[config.mk]
export PLATFORM = sky130hd
export DESIGN_NAME = acs_sequencer
export DESIGN_NICKNAME = d
export VERILOG_FILES = /design/src/rtl/acs_pkg.sv /design/src/rtl/acs_sequencer.sv /design/src/rtl/acs_conv_timer.sv
export SDC_FILE = /design/constraint.sdc
export NUM_CORES = 1
export LEC_CHECK = 0
export ABC_AREA = 1
export BUFFER_PORTS_ARGS = -buffer_cell sky130_fd_sc_hd__buf_2
export CAP_MARGIN = 20
export CORE_MARGIN = 2
export CORE_UTILIZATION = 25
export DETAILED_ROUTE_END_ITERATION = 7
export HOLD_SLACK_MARGIN = 0.1
export SKIP_CTS_REPAIR_TIMING = 1
export SLEW_MARGIN = 10
export SYNTH_ARGS = -nofsm -noshare
export SYNTH_HDL_FRONTEND = slang
export SYNTH_SLANG_ARGS = --single-unit
[constraint.sdc]
create_clock -name CLK_I -period 2.8 [get_ports CLK_I]
set_clock_uncertainty 0.2 [all_clocks]
set_input_delay 0.28 -clock CLK_I [delete_from_list [all_inputs] [get_ports CLK_I]]
set_output_delay 0.28 -clock CLK_I [all_outputs]
set_load 0.01 [all_outputs]
[src/rtl/acs_pkg.sv]
package acs_pkg;

  localparam int unsigned CLK_PERIOD_NS = 100;
  // Conversion time in ns (fourteen converter clocks at the nominal rate).
  localparam int unsigned CONV_TIME_NS  = 1400;
  localparam int unsigned CONV_CYCLES   =
    (CONV_TIME_NS + CLK_PERIOD_NS - 1) / CLK_PERIOD_NS;
  localparam logic [3:0]  CONV_LAST     = 4'(CONV_CYCLES - 1);

  localparam logic [1:0]  CHAN_RESET    = 2'h0;
  localparam logic [1:0]  CHAN_FIRST    = 2'h0;

  typedef enum logic [1:0] {
    ACS_CFG_SINGLE = 2'b00,
    ACS_CFG_PSEUDO = 2'b01,
    ACS_CFG_DIFF   = 2'b10,
    ACS_CFG_RSVD   = 2'b11
  } acs_cfg_e;

  typedef enum logic [0:0] {
    ACS_IDLE = 1'b0,
    ACS_CONV = 1'b1
  } acs_state_e;

endpackage

[src/rtl/acs_sequencer.sv]
`timescale 1ns/1ps
`default_nettype none
module acs_sequencer (
  input  wire logic       CLK_I,
  input  wire logic       RST_I,
  input  wire logic       CE_I,
  input  wire logic       CTRL_WR_I,
  input  wire logic       INPUT_CFG_LO_I,
  input  wire logic       INPUT_CFG_HI_I,
  input  wire logic       SEQUENCE_SEL_LO_I,
  input  wire logic       SEQUENCE_SEL_HI_I,
  input  wire logic       CHAN_ADDR_LO_I,
  input  wire logic       CHAN_ADDR_HI_I,
  input  wire logic       REF_SEL_I,
  input  wire logic       SAMPLE_START_N_I,
  output logic            BUSY_O,
  output logic            SAMPLE_O,
  output logic [1:0]      CHAN_O,
  output logic            SINGLE_ENDED_O,
  output logic            PSEUDO_DIFF_O,
  output logic            FULL_DIFF_O,
  output logic            NEG_TO_GND_O,
  output logic            INT_REF_EN_O,
  output logic            REF_PIN_DRIVE_O
);

  ////////////////////////////////////////////////////////////////////////////
  // Control register latched on the write strobe.

  logic [1:0] cfg_r;
  logic [1:0] seq_r;
  logic [1:0] addr_r;
  logic       ref_r;

  always_ff @(posedge CLK_I) begin
    if (RST_I) begin
      cfg_r     <= 2'h0;
      seq_r     <= 2'h0;
      addr_r    <= 2'h0;
      ref_r     <= 1'b0;
    end else if (CE_I) begin
      if (CTRL_WR_I) begin
        cfg_r  <= {INPUT_CFG_HI_I, INPUT_CFG_LO_I};
        seq_r  <= {SEQUENCE_SEL_HI_I, SEQUENCE_SEL_LO_I};
        addr_r <= {CHAN_ADDR_HI_I, CHAN_ADDR_LO_I};
        ref_r  <= REF_SEL_I;
      end
    end
  end

  ////////////////////////////////////////////////////////////////////////////
  // Convert start edge detection and conversion timing.

  logic start_n_d_r;
  logic start_fall;
  logic conv_busy;
  logic conv_done;

  always_ff @(posedge CLK_I) begin
    if (RST_I) begin
      start_n_d_r <= 1'b1;
    end else if (CE_I) begin
      start_n_d_r <= SAMPLE_START_N_I;
    end
  end

  assign start_fall = start_n_d_r && !SAMPLE_START_N_I;

  acs_conv_timer u_timer (
    .clk_i   (CLK_I),
    .rst_i   (RST_I),
    .ce_i    (CE_I),
    .start_i (start_fall),
    .busy_o  (conv_busy),
    .done_o  (conv_done)
  );

  ////////////////////////////////////////////////////////////////////////////
  // Channel pointer for the consecutive sequence.

  logic       seq_on;
  logic [1:0] ptr_r;
  logic [1:0] chan_nxt;

  assign seq_on = (seq_r == 2'b11);

  always_ff @(posedge CLK_I) begin
    if (RST_I) begin
      ptr_r <= acs_pkg::CHAN_RESET;
    end else if (CE_I) begin
      if (CTRL_WR_I) begin
        ptr_r <= acs_pkg::CHAN_FIRST;
      end else if (conv_done && seq_on) begin
        if (ptr_r == addr_r) begin
          ptr_r <= acs_pkg::CHAN_FIRST;
        end else begin
          ptr_r <= ptr_r + 2'h1;
        end
      end
    end
  end

  // Undefined sequence codes fall back to direct addressing.
  assign chan_nxt = seq_on ? ptr_r : addr_r;

  ////////////////////////////////////////////////////////////////////////////
  // Registered outputs.

  always_ff @(posedge CLK_I) begin
    if (RST_I) begin
      BUSY_O   <= 1'b0;
      SAMPLE_O <= 1'b0;
      CHAN_O   <= acs_pkg::CHAN_RESET;
    end else if (CE_I) begin
      BUSY_O   <= conv_busy || start_fall;
      SAMPLE_O <= start_fall && !conv_busy;
      // The mux holds its channel while converting.
      if (!conv_busy && !start_fall) begin
        CHAN_O <= chan_nxt;
      end
    end
  end

  always_ff @(posedge CLK_I) begin
    if (RST_I) begin
      SINGLE_ENDED_O  <= 1'b1;
      PSEUDO_DIFF_O   <= 1'b0;
      FULL_DIFF_O     <= 1'b0;
      NEG_TO_GND_O    <= 1'b1;
      INT_REF_EN_O    <= 1'b0;
      REF_PIN_DRIVE_O <= 1'b0;
    end else if (CE_I) begin
      SINGLE_ENDED_O  <= (cfg_r == acs_pkg::ACS_CFG_SINGLE);
      NEG_TO_GND_O    <= (cfg_r == acs_pkg::ACS_CFG_SINGLE);
      PSEUDO_DIFF_O   <= (cfg_r == acs_pkg::ACS_CFG_PSEUDO);
      FULL_DIFF_O     <= (cfg_r == acs_pkg::ACS_CFG_DIFF);
      INT_REF_EN_O    <= ref_r;
      REF_PIN_DRIVE_O <= ref_r;
    end
  end

  ////////////////////////////////////////////////////////////////////////////
  // Checks.

  property p_pseudo;
    @(posedge CLK_I) disable iff (RST_I)
      CE_I && cfg_r == 2'b01 |=> PSEUDO_DIFF_O && !FULL_DIFF_O;
  endproperty
  a_pseudo: assert property (p_pseudo) else $error("pseudo mode wrong");

  property p_direct;
    @(posedge CLK_I) disable iff (RST_I)
      CE_I && seq_r == 2'b00 && !conv_busy && !start_fall
      |=> CHAN_O == $past(addr_r);
  endproperty
  a_direct: assert property (p_direct) else $error("direct chan wrong");

  property p_first;
    @(posedge CLK_I) disable iff (RST_I)
      CE_I && CTRL_WR_I |=> ptr_r == 2'h0;
  endproperty
  a_first: assert property (p_first) else $error("ptr not reset");

  property p_wrap;
    @(posedge CLK_I) disable iff (RST_I)
      CE_I && !CTRL_WR_I && conv_done && seq_on && ptr_r == addr_r
      |=> ptr_r == 2'h0;
  endproperty
  a_wrap: assert property (p_wrap) else $error("no wrap");

  property p_step;
    @(posedge CLK_I) disable iff (RST_I)
      CE_I && !CTRL_WR_I && conv_done && seq_on && ptr_r != addr_r
      |=> ptr_r == $past(ptr_r) + 2'h1;
  endproperty
  a_step: assert property (p_step) else $error("no step");

  property p_hold;
    @(posedge CLK_I) disable iff (RST_I)
      CE_I && !CTRL_WR_I && !conv_done |=> $stable(ptr_r);
  endproperty
  a_hold: assert property (p_hold) else $error("ptr moved");

  property p_ref;
    @(posedge CLK_I) disable iff (RST_I)
      CE_I |=> REF_PIN_DRIVE_O == $past(ref_r);
  endproperty
  a_ref: assert property (p_ref) else $error("ref drive wrong");

  property p_single;
    @(posedge CLK_I) disable iff (RST_I)
      CE_I && cfg_r == 2'b00 |=> NEG_TO_GND_O && SINGLE_ENDED_O;
  endproperty
  a_single: assert property (p_single) else $error("single wrong");

  property p_busy;
    @(posedge CLK_I) disable iff (RST_I)
      CE_I && start_fall && !conv_busy |=> BUSY_O;
  endproperty
  a_busy: assert property (p_busy) else $error("busy missing");

  property p_busy_hold;
    @(posedge CLK_I) disable iff (RST_I)
      conv_busy |-> BUSY_O;
  endproperty
  a_busy_hold: assert property (p_busy_hold) else $error("busy gap");

  property p_diff;
    @(posedge CLK_I) disable iff (RST_I)
      CE_I && cfg_r == 2'b10
      |=> FULL_DIFF_O && !PSEUDO_DIFF_O && !SINGLE_ENDED_O && !NEG_TO_GND_O;
  endproperty
  a_diff: assert property (p_diff) else $error("diff mode wrong");

  property p_extref;
    @(posedge CLK_I) disable iff (RST_I)
      CE_I && !ref_r |=> !INT_REF_EN_O && !REF_PIN_DRIVE_O;
  endproperty
  a_extref: assert property (p_extref) else $error("int ref on");

  // A low enable must freeze the pointer, the mux, busy and the config register.
  property p_frozen;
    @(posedge CLK_I) disable iff (RST_I)
      !CE_I |=> $stable(ptr_r) && $stable(CHAN_O) && $stable(BUSY_O)
        && $stable(cfg_r);
  endproperty
  a_frozen: assert property (p_frozen) else $error("state moved");

endmodule
`default_nettype wire

[src/rtl/acs_conv_timer.sv]
`timescale 1ns/1ps
`default_nettype none
module acs_conv_timer (
  input  wire logic clk_i,
  input  wire logic rst_i,
  input  wire logic ce_i,
  input  wire logic start_i,
  output logic      busy_o,
  output logic      done_o
);

  logic [3:0] cnt_r;

  always_ff @(posedge clk_i) begin
    if (rst_i) begin
      cnt_r  <= 4'h0;
      busy_o <= 1'b0;
      done_o <= 1'b0;
    end else if (ce_i) begin
      done_o <= 1'b0;
      if (!busy_o && start_i) begin
        busy_o <= 1'b1;
        cnt_r  <= 4'h0;
      end else if (busy_o) begin
        if (cnt_r == acs_pkg::CONV_LAST) begin
          busy_o <= 1'b0;
          done_o <= 1'b1;
        end else begin
          cnt_r <= cnt_r + 4'h1;
        end
      end
    end
  end

endmodule
`default_nettype wire

==> results of run 1 <==
-- stage by stage --
stage                     hold slack [ns]  setup slack [ns]
after floorplan                     0.241              1.51
after global placement              0.231              1.27
after detailed placement            0.236              1.22
after CTS                          0.0587              1.38
after global routing                0.103              1.20
final                              0.0738              1.34
-- layout make-up --
cell class / count / area share [%]
Timing Repair Buffer: 25 / 11.0
Multi-Input combinational cell: 101 / 37.2
Inverter: 22 / 6.43
Sequential cell: 24 / 36.3
Tap cell: 52 / 4.92
Clock buffer: 4 / 4.16
-- flip-flops by register name, summed over array words and instances (netlist names), 2 cells and up --
name           count
seq_r              2
ptr_r              2
cfg_r              2
addr_r             2
u_timer.cnt_r      4
CHAN_O             2
-- cells in the mapped netlist, types with 2 or more instances --
library cell	number
o21ai_0	15
o211ai_1	2
nand3_1	5
nor2_1	20
ha_1	2
buf_2	3
inv_1	19
nand2_1	32
a21oi_1	15
buf_4	2
dfxtp_1	24
-- layer usage --
layer	global-route usage [%]	part of all wire (%)
met5	0	0
met4	4.49	1.3
met3	1.30	2.7
met2	13.8	45
met1	13.0	51
-- final timing paths --
kind	startpoint	to	slack [ns]	cells past startpoint
max	RST_I	addr_r[1]$_SDFFE_PP0P_	1.34	5
min	REF_SEL_I	ref_r$_SDFFE_PP0P_	0.07	3
max reg2reg	u_timer.cnt_r[1]$_SDFFE_PP0P_	u_timer.cnt_r[0]$_SDFFE_PP0P_	1.39	8
min reg2reg	CHAN_O[0]$_SDFFE_PP0P_	CHAN_O[0]$_SDFFE_PP0P_	0.24	2
-- cells by family (layout without fill, tap and decap cells) --
| kind of cell | Yosys count | after routing | share of synthesized area (%) |
|---|---|---|---|
| compound gates | 35 | 35 | 17.0 |
| fa+ha+maj | 2 | 2 | 2.28 |
| simple gates | 63 | 63 | 24.7 |
| flops | 24 | 24 | 43.7 |
| xor+xnor | 1 | 1 | 0.797 |
| buf+inv | 28 | 51 | 11.5 |
-- power groups by stage --
stage	Clock, W	Combinational (W)	Sequential [W]
6_report	0.000231	0.0000823	0.000370
4_1_cts	0.000241	0.0000794	0.000371
2_1_floorplan	0	0.0000535	0.000380
5_1_grt	0.000259	0.0000946	0.000373
3_5_place_dp	0	0.0000792	0.000379
3_3_place_gp	0	0.0000790	0.000379
-- worst reg2reg max path: cells and delay by family, from the launching register on --
family,cells,cell delay (ns)
flops,1,0.42
simple gates,5,0.39
fa+ha+maj,1,0.19
buf+inv,2,0.12
==> flow_summary.yaml, run 1 <==
finish:
  syn_to_final_growth_pct: 20.4
  num-fill-cells: 483
  final_common_cell: "nand2_1"
  drive_gt1_share_pct: 18.2
  seqCellArea_um2: 480
  final_cells: 228
  post-route-util_pct: 30.8
  nets: 191
  multi_input_area_um2: 492
  fin_area_um2: 1320
  final_cell_mix: "nand2_1 (32), dfxtp_1 (24), buf_2 (21), nor2_1 (20), inv_1 (19)"
  antenna-diode-count: 0
synthesis:
  synth_fp_nets: 167
  yosysTopAreaCell: "dfxtp_1"
  synth-seq-cells: 24
  ys.flop_type: "dfxtp_1"
  async_flop_share_pct: 0
  synth_cells: 153
  ys_warn_count: 0
  yosys-top-cells-area: "dfxtp_1 (44%), nand2_1 (11%), a21oi_1 (6.8%)"
  avgSynthCellArea_um2: 7.18
  synth_cell_types: 25
  yosysSeqAreaShare_pct: 43.7
  yosysTopAreaCellShare_pct: 43.7
  syn_area_um2: 1100
  synth_edf_count: 0
clock_network:
  clkTransAtPathRegs_ns: 0.09
  cts_buffers: 3
  cts_root_buffer: "clkbuf_8"
  clockBufferDepth: 2
  cts.sinks: 24
  cts-htree-levels: 1
  insertion_delay_ns: 0.26
  cts_tree: "done"
sta:
  slew_headroom_pct: 81.1
  finalSetupViolations: 0
  slew_viol_final: 0
  worstMarginPinSlew_ns: 0.283
  rsz0062_at_grt: "no"
  layout_min_cycle_time_ns: 1.46
  fin_crit_sh_pct: 52.0
  fmax_mhz: 686
  setup_tns_ns: 0
  hold_viol_final: 0
worst_setup_path:
  start_kind: "input pin"
  critPathTopFamily: "buffers and inverters"
  cp_num_buf_inv: 3
  cp.arrival_ns: 1.46
  critPathMaxStageDelay_ns: 0.53
  critPathSlowestCell: "dlygate4sd3_1"
  path_cells: "dlygate4sd3_1 > buf_2 > inv_2 > o21ai_0 > a21oi_1"
  critPathRequiredTime_ns: 2.80
  end_kind: "flip-flop"
  path_class: "in -> reg"
  path_max_fanout: 17
placement:
  dp_hpwl_um: 1620
  port_buffers: 21
  gp_congestion: 0.740
  placed_area_um2: 1230
  dp_cells: 220
route:
  avgViaCountPerCell: 4.25
  wire_per_inst_um: 9.20
  drt_pre_antenna_iters: 4
  ant_nets: 0
  vias: 970
  totalWireLength_um: 2100
  drtIter0Drc: 35
  drcViolationCount: 0
power:
  power.leakage_nw: 0.586
  powerDensity_nw_per_um2: 517
  p_sw_share_pct: 24.2
  ir_drop_mv: 0.166
  switching_power_w: 0.000165
  finalPower_w: 0.000684
  seq_power_share_pct: 54.2
  p_int_w: 0.000518
  pwr-share-comb_pct: 12.0
  clkPwrFrac_pct: 33.8
floorplan:
  dieArea_um2: 4940
  core_um2: 4290
  initial_core_util_pct: 25.6
  row_count: 24
  io_pins: 22
  die_w_um: 70.3
  die_y_um: 70.3
global_route:
  grt_overflow_total: 0
  grt_max_degree: 18
  grt_pass1_wl_um: 3760
  grt_antenna_before_repair: 0
  track_usage_pct: 9.26
  grt_pass1_vias: 856
run:
  cap_violations: 0
min_path:
  hold_path.class: "in -> reg"
status:
  outcome: "complete, no violations"
(Power assumes the default switching activity.)
==> inputs of run 2 (changes only) <==
Clock period 2.8 ns to 1.4 ns, I/O delays scaled along.
==> run 2 against run 1 <==
Net effect: register-to-register slack lost 1.3 ns; worst setup slack lost 1.3 ns; largest power group unchanged; global-route usage grew 0.23 points; critical path depth grew 3; wire length grew 11%.
==> flow_summary.yaml, run 2 (synthesized netlist as in run 1, its figures left out) <==
worst_setup_path:
  end_kind: "flip-flop"
  cp.arrival_ns: 1.28
  rr_startpoint: "u_timer.cnt_r[1]$_SDFFE_PP0P_"
  path_max_fanout: 5
  start_kind: "flip-flop"
  path_class: "reg -> reg"
  critPathRequiredTime_ns: 1.35
  worstSetupStartpoint: "u_timer.cnt_r[1]$_SDFFE_PP0P_"
route:
  drt_pre_antenna_iters: 4
  drtIter0Drc: 36
  ant_nets: 0
  avgViaCountPerCell: 4.25
  totalWireLength_um: 2330
  vias: 1016
  drcViolationCount: 0
  wire_per_inst_um: 9.74
global_route:
  track_usage_pct: 9.49
  grt_overflow_total: 0
  grt_antenna_before_repair: 0
  grt_pass1_vias: 900
  grt_pass1_wl_um: 3800
  grt_max_degree: 18
finish:
  syn_to_final_growth_pct: 32.7
  final_cell_mix: "nand2_1 (28), dfxtp_1 (22), buf_2 (21), nor2_1 (19), inv_1 (17)"
  final_common_cell: "nand2_1"
  final_cells: 239
  post-route-util_pct: 33.9
  num-fill-cells: 469
  drive_gt1_share_pct: 25.7
  largest_reg_flops: 4
  antenna-diode-count: 0
  nets: 202
  regMostFlops: "u_timer.cnt_r"
power:
  ir_drop_mv: 0.303
  power.leakage_nw: 0.632
  powerDensity_nw_per_um2: 965
clock_network:
  clockBufferDepth: 2
  cts-htree-levels: 1
  cts_root_buffer: "clkbuf_8"
  clkTransAtPathRegs_ns: 0.09
  cts_tree: "done"
  cts_buffers: 3
  cts.sinks: 24
  insertion_delay_ns: 0.27
placement:
  dp_hpwl_um: 1650
  port_buffers: 21
  dp_cells: 222
  gp_congestion: 0.799
floorplan:
  io_pins: 22
  core_um2: 4290
  die_w_um: 70.3
  dieArea_um2: 4940
  row_count: 24
  die_y_um: 70.3
  initial_core_util_pct: 25.6
sta:
  rsz0062_at_grt: "no"
  hold_viol_final: 0
  finalSetupViolations: 0
  setup_tns_ns: 0
  fin_crit_sh_pct: 94.6
  slew_viol_final: 0
  finalHoldWorstSlack_ns: 0.0676
  layout_min_cycle_time_ns: 1.32
  worstMarginPinSlew_ns: 0.348
  slew_headroom_pct: 76.7
  fmax_mhz: 755
status:
  outcome: "complete, no violations"
run:
  cap_violations: 0
min_path:
  hold_path.class: "in -> reg"
  hold_path_startpoint: "CE_I"
-- run 2: power by group --
group	internal [W]	switching, W
sequential	0.000715	0.0000232
clock	0.000251	0.000225
combinational	0.0000892	0.000103
-- run 2: worst paths after layout --
check                             endpoint  slack [ns]  cells past startpoint
min                  ptr_r[0]$_SDFFE_PP0P_        0.07                      5
max          u_timer.cnt_r[1]$_SDFFE_PP0P_        0.08                      8
min reg2reg         CHAN_O[0]$_SDFFE_PP0P_        0.24                      2
max reg2reg  u_timer.cnt_r[1]$_SDFFE_PP0P_        0.08                      8
-- run 2: critical path, cell delays in order (launching register included) --
cell and delay, ns:
dfxtp_4 0.39, inv_2 0.04, ha_2 0.17, nand2_2 0.07, inv_1 0.04, nand2_2 0.06, nand3_4 0.10, nand2_2 0.09
a21oi_2 0.05
-- run 2: area by class of cell --
class                   count  area (um2)  share of cell area, %
multi-input cells         101         517                   35.5
flip-flops and latches     24         488                   33.5
repair buffers             36         248                   17.0
inverters                  22        85.1                   5.84
well taps                  52        65.1                   4.46
clock buffers               4        55.1                   3.78
-- run 2: through the flow --
step                cell area, um2  total power (W)  setup WS (ns)
finish                        1460          0.00141         0.0757
global route                  1460          0.00147        0.00190
CTS                           1300          0.00140       0.000598
detailed placement            1240         0.000921         0.0138
global placement              1240         0.000919         0.0559
floorplan                     1100         0.000868          0.110
-- run 2: metal layers --
layer	track usage (%)	wire length [um]	up-vias
li1	-	-	555
met3	1.59	71	5
met5	0	0	-
met4	5.77	59	0
met1	11.6	1140	435
met2	15.4	1050	21
==> inputs of run 3 (changes only) <==
Settings changed: REMOVE_ABC_BUFFERS set to 1.
==> run 3 against run 2 <==
Net effect: worst setup slack improved by 0.012 ns; die area unchanged; highest routed layer unchanged; combinational power down 5%; the run now ends with hold timing left; largest power group unchanged.
==> flow_summary.yaml, run 3 (synthesized netlist as in run 1, its figures left out) <==
sta:
  slew_headroom_pct: 82.4
  fin_crit_sh_pct: 93.7
  slew_viol_final: 0
  setup_tns_ns: 0
  fmax_mhz: 762
  finalSetupViolations: 0
  worstMarginPinSlew_ns: 0.264
  rsz0062_at_grt: "no"
  layout_min_cycle_time_ns: 1.31
  finalHoldWorstSlack_ns: -0.0487
  hold_viol_final: 6
worst_setup_path:
  path_class: "reg -> reg"
  path_max_fanout: 5
  r2r-end: "u_timer.cnt_r[0]$_SDFFE_PP0P_"
  reg2reg_depth: 8
  cp.arrival_ns: 1.26
  rr_startpoint: "u_timer.cnt_r[1]$_SDFFE_PP0P_"
  end_kind: "flip-flop"
  r2r_setup_slack_ns: 0.09
  critPathRequiredTime_ns: 1.35
  start_kind: "flip-flop"
power:
  p_sw_share_pct: 24.2
  switching_power_w: 0.000317
  power.leakage_nw: 0.617
  powerDensity_nw_per_um2: 935
  clkPwrFrac_pct: 29.5
  ir_drop_mv: 0.495
  p_int_w: 0.000991
  seq_power_share_pct: 56.5
  pwr-share-comb_pct: 14.0
finish:
  antenna-diode-count: 0
  largest_reg_flops: 4
  final_cell_mix: "nand2_1 (32), dfxtp_1 (22), buf_2 (21), nor2_1 (20), inv_1 (18)"
  regMostFlops: "u_timer.cnt_r"
  drive_gt1_share_pct: 20.7
  final_common_cell: "nand2_1"
  final_cells: 236
  syn_to_final_growth_pct: 27.4
  fin_area_um2: 1400
  nets: 200
status:
  outcome: "finished with violations"
  failed_checks: "hold timing"
clock_network:
  cts_buffers: 3
  cts_tree: "done"
  insertion_delay_ns: 0.25
  clkTransAtPathRegs_ns: 0.08
  cts.sinks: 24
  cts-htree-levels: 1
  cts_root_buffer: "clkbuf_8"
  clockBufferDepth: 2
floorplan:
  io_pins: 22
  die_w_um: 70.3
  initial_core_util_pct: 25.6
  dieArea_um2: 4940
  row_count: 24
  die_y_um: 70.3
  core_um2: 4290
placement:
  port_buffers: 21
  gp_congestion: 0.695
  dp_hpwl_um: 1580
  dp_cells: 222
  placed_area_um2: 1240
route:
  vias: 992
  drt_pre_antenna_iters: 4
  wl_met1_um: 1110
  wl_met3_um: 31
  top_layer_used: "met4"
  routed-wl-met2_um: 1020
  wire_per_inst_um: 9.25
  drtIter0Drc: 12
  totalWireLength_um: 2180
  drcViolationCount: 0
  avgViaCountPerCell: 4.20
  ant_nets: 0
global_route:
  grt_pass1_wl_um: 3530
  grt_pass1_vias: 815
  grt_antenna_before_repair: 0
  track_usage_pct: 8.74
  grt_overflow_total: 0
  grt_max_degree: 18
run:
  cap_violations: 0
min_path:
  hold_depth: 2
  hold_path.class: "in -> reg"
  min_to: "u_timer.cnt_r[1]$_SDFFE_PP0P_"
  hold_path_startpoint: "RST_I"
run 3: cell count changes in the layout (fill, tap and decap cells not counted), sizes merged:
cell | before | now
clkbuf | 4 | 3
dlygate4sd3 | 12 | 10
run 3: final cells by class:
class,instances,area [um2]
clock buffers,3,41.3
inverters,22,85.1
repair buffers,34,228
multi-input cells,101,495
fillers,472,2890
well taps,52,65.1
flip-flops and latches,24,485
run 3: metal layers:
metal | vias to the layer above | GRT usage (%)
met5 | - | 0
met4 | 0 | 3.85
met3 | 2 | 0.866
met2 | 12 | 14.8
met1 | 427 | 11.2
li1 | 551 | -
run 3: how the worst max path moves through the flow:
stage,startpoint,to,cells after the start
2_1_floorplan,u_timer.cnt_r[1]$_SDFFE_PP0P_,u_timer.cnt_r[0]$_SDFFE_PP0P_,8
3_3_place_gp,u_timer.cnt_r[1]$_SDFFE_PP0P_,u_timer.cnt_r[2]$_SDFFE_PP0P_,8
3_5_place_dp,u_timer.cnt_r[1]$_SDFFE_PP0P_,u_timer.cnt_r[0]$_SDFFE_PP0P_,8
4_1_cts,u_timer.cnt_r[1]$_SDFFE_PP0P_,u_timer.cnt_r[0]$_SDFFE_PP0P_,8
5_1_grt,u_timer.cnt_r[1]$_SDFFE_PP0P_,u_timer.cnt_r[3]$_SDFFE_PP0P_,8
6_report,u_timer.cnt_r[1]$_SDFFE_PP0P_,u_timer.cnt_r[0]$_SDFFE_PP0P_,8
run 3: power groups by stage:
stage / Sequential (W) / Combinational (W) / Clock [W]
after floorplan: 0.000763 / 0.0000864 / 0
after global placement: 0.000756 / 0.000163 / 0
after detailed placement: 0.000757 / 0.000164 / 0
after CTS: 0.000741 / 0.000164 / 0.000409
after global routing: 0.000744 / 0.000207 / 0.000438
final: 0.000739 / 0.000183 / 0.000386
run 3: worst max-delay path: stages, from the launching register on:
cell and delay, ns:
dfxtp_4 0.36, inv_1 0.04, ha_1 0.18, nand2_1 0.08, inv_1 0.05, nand2_2 0.07
nand3_4 0.08, nor2_1 0.09, nor2_1 0.05
run 3: through the flow:
step | power [W] | setup slack (ns) | util, %
finish | 0.00131 | 0.0881 | 32.6
CTS | 0.00131 | 0.00609 | 29.9
detailed placement | 0.000921 | 0.0192 | 28.9
global placement | 0.000920 | 0.0530 | 28.9
floorplan | 0.000849 | 0.110 | -
global route | 0.00139 | 0.000948 | 32.6
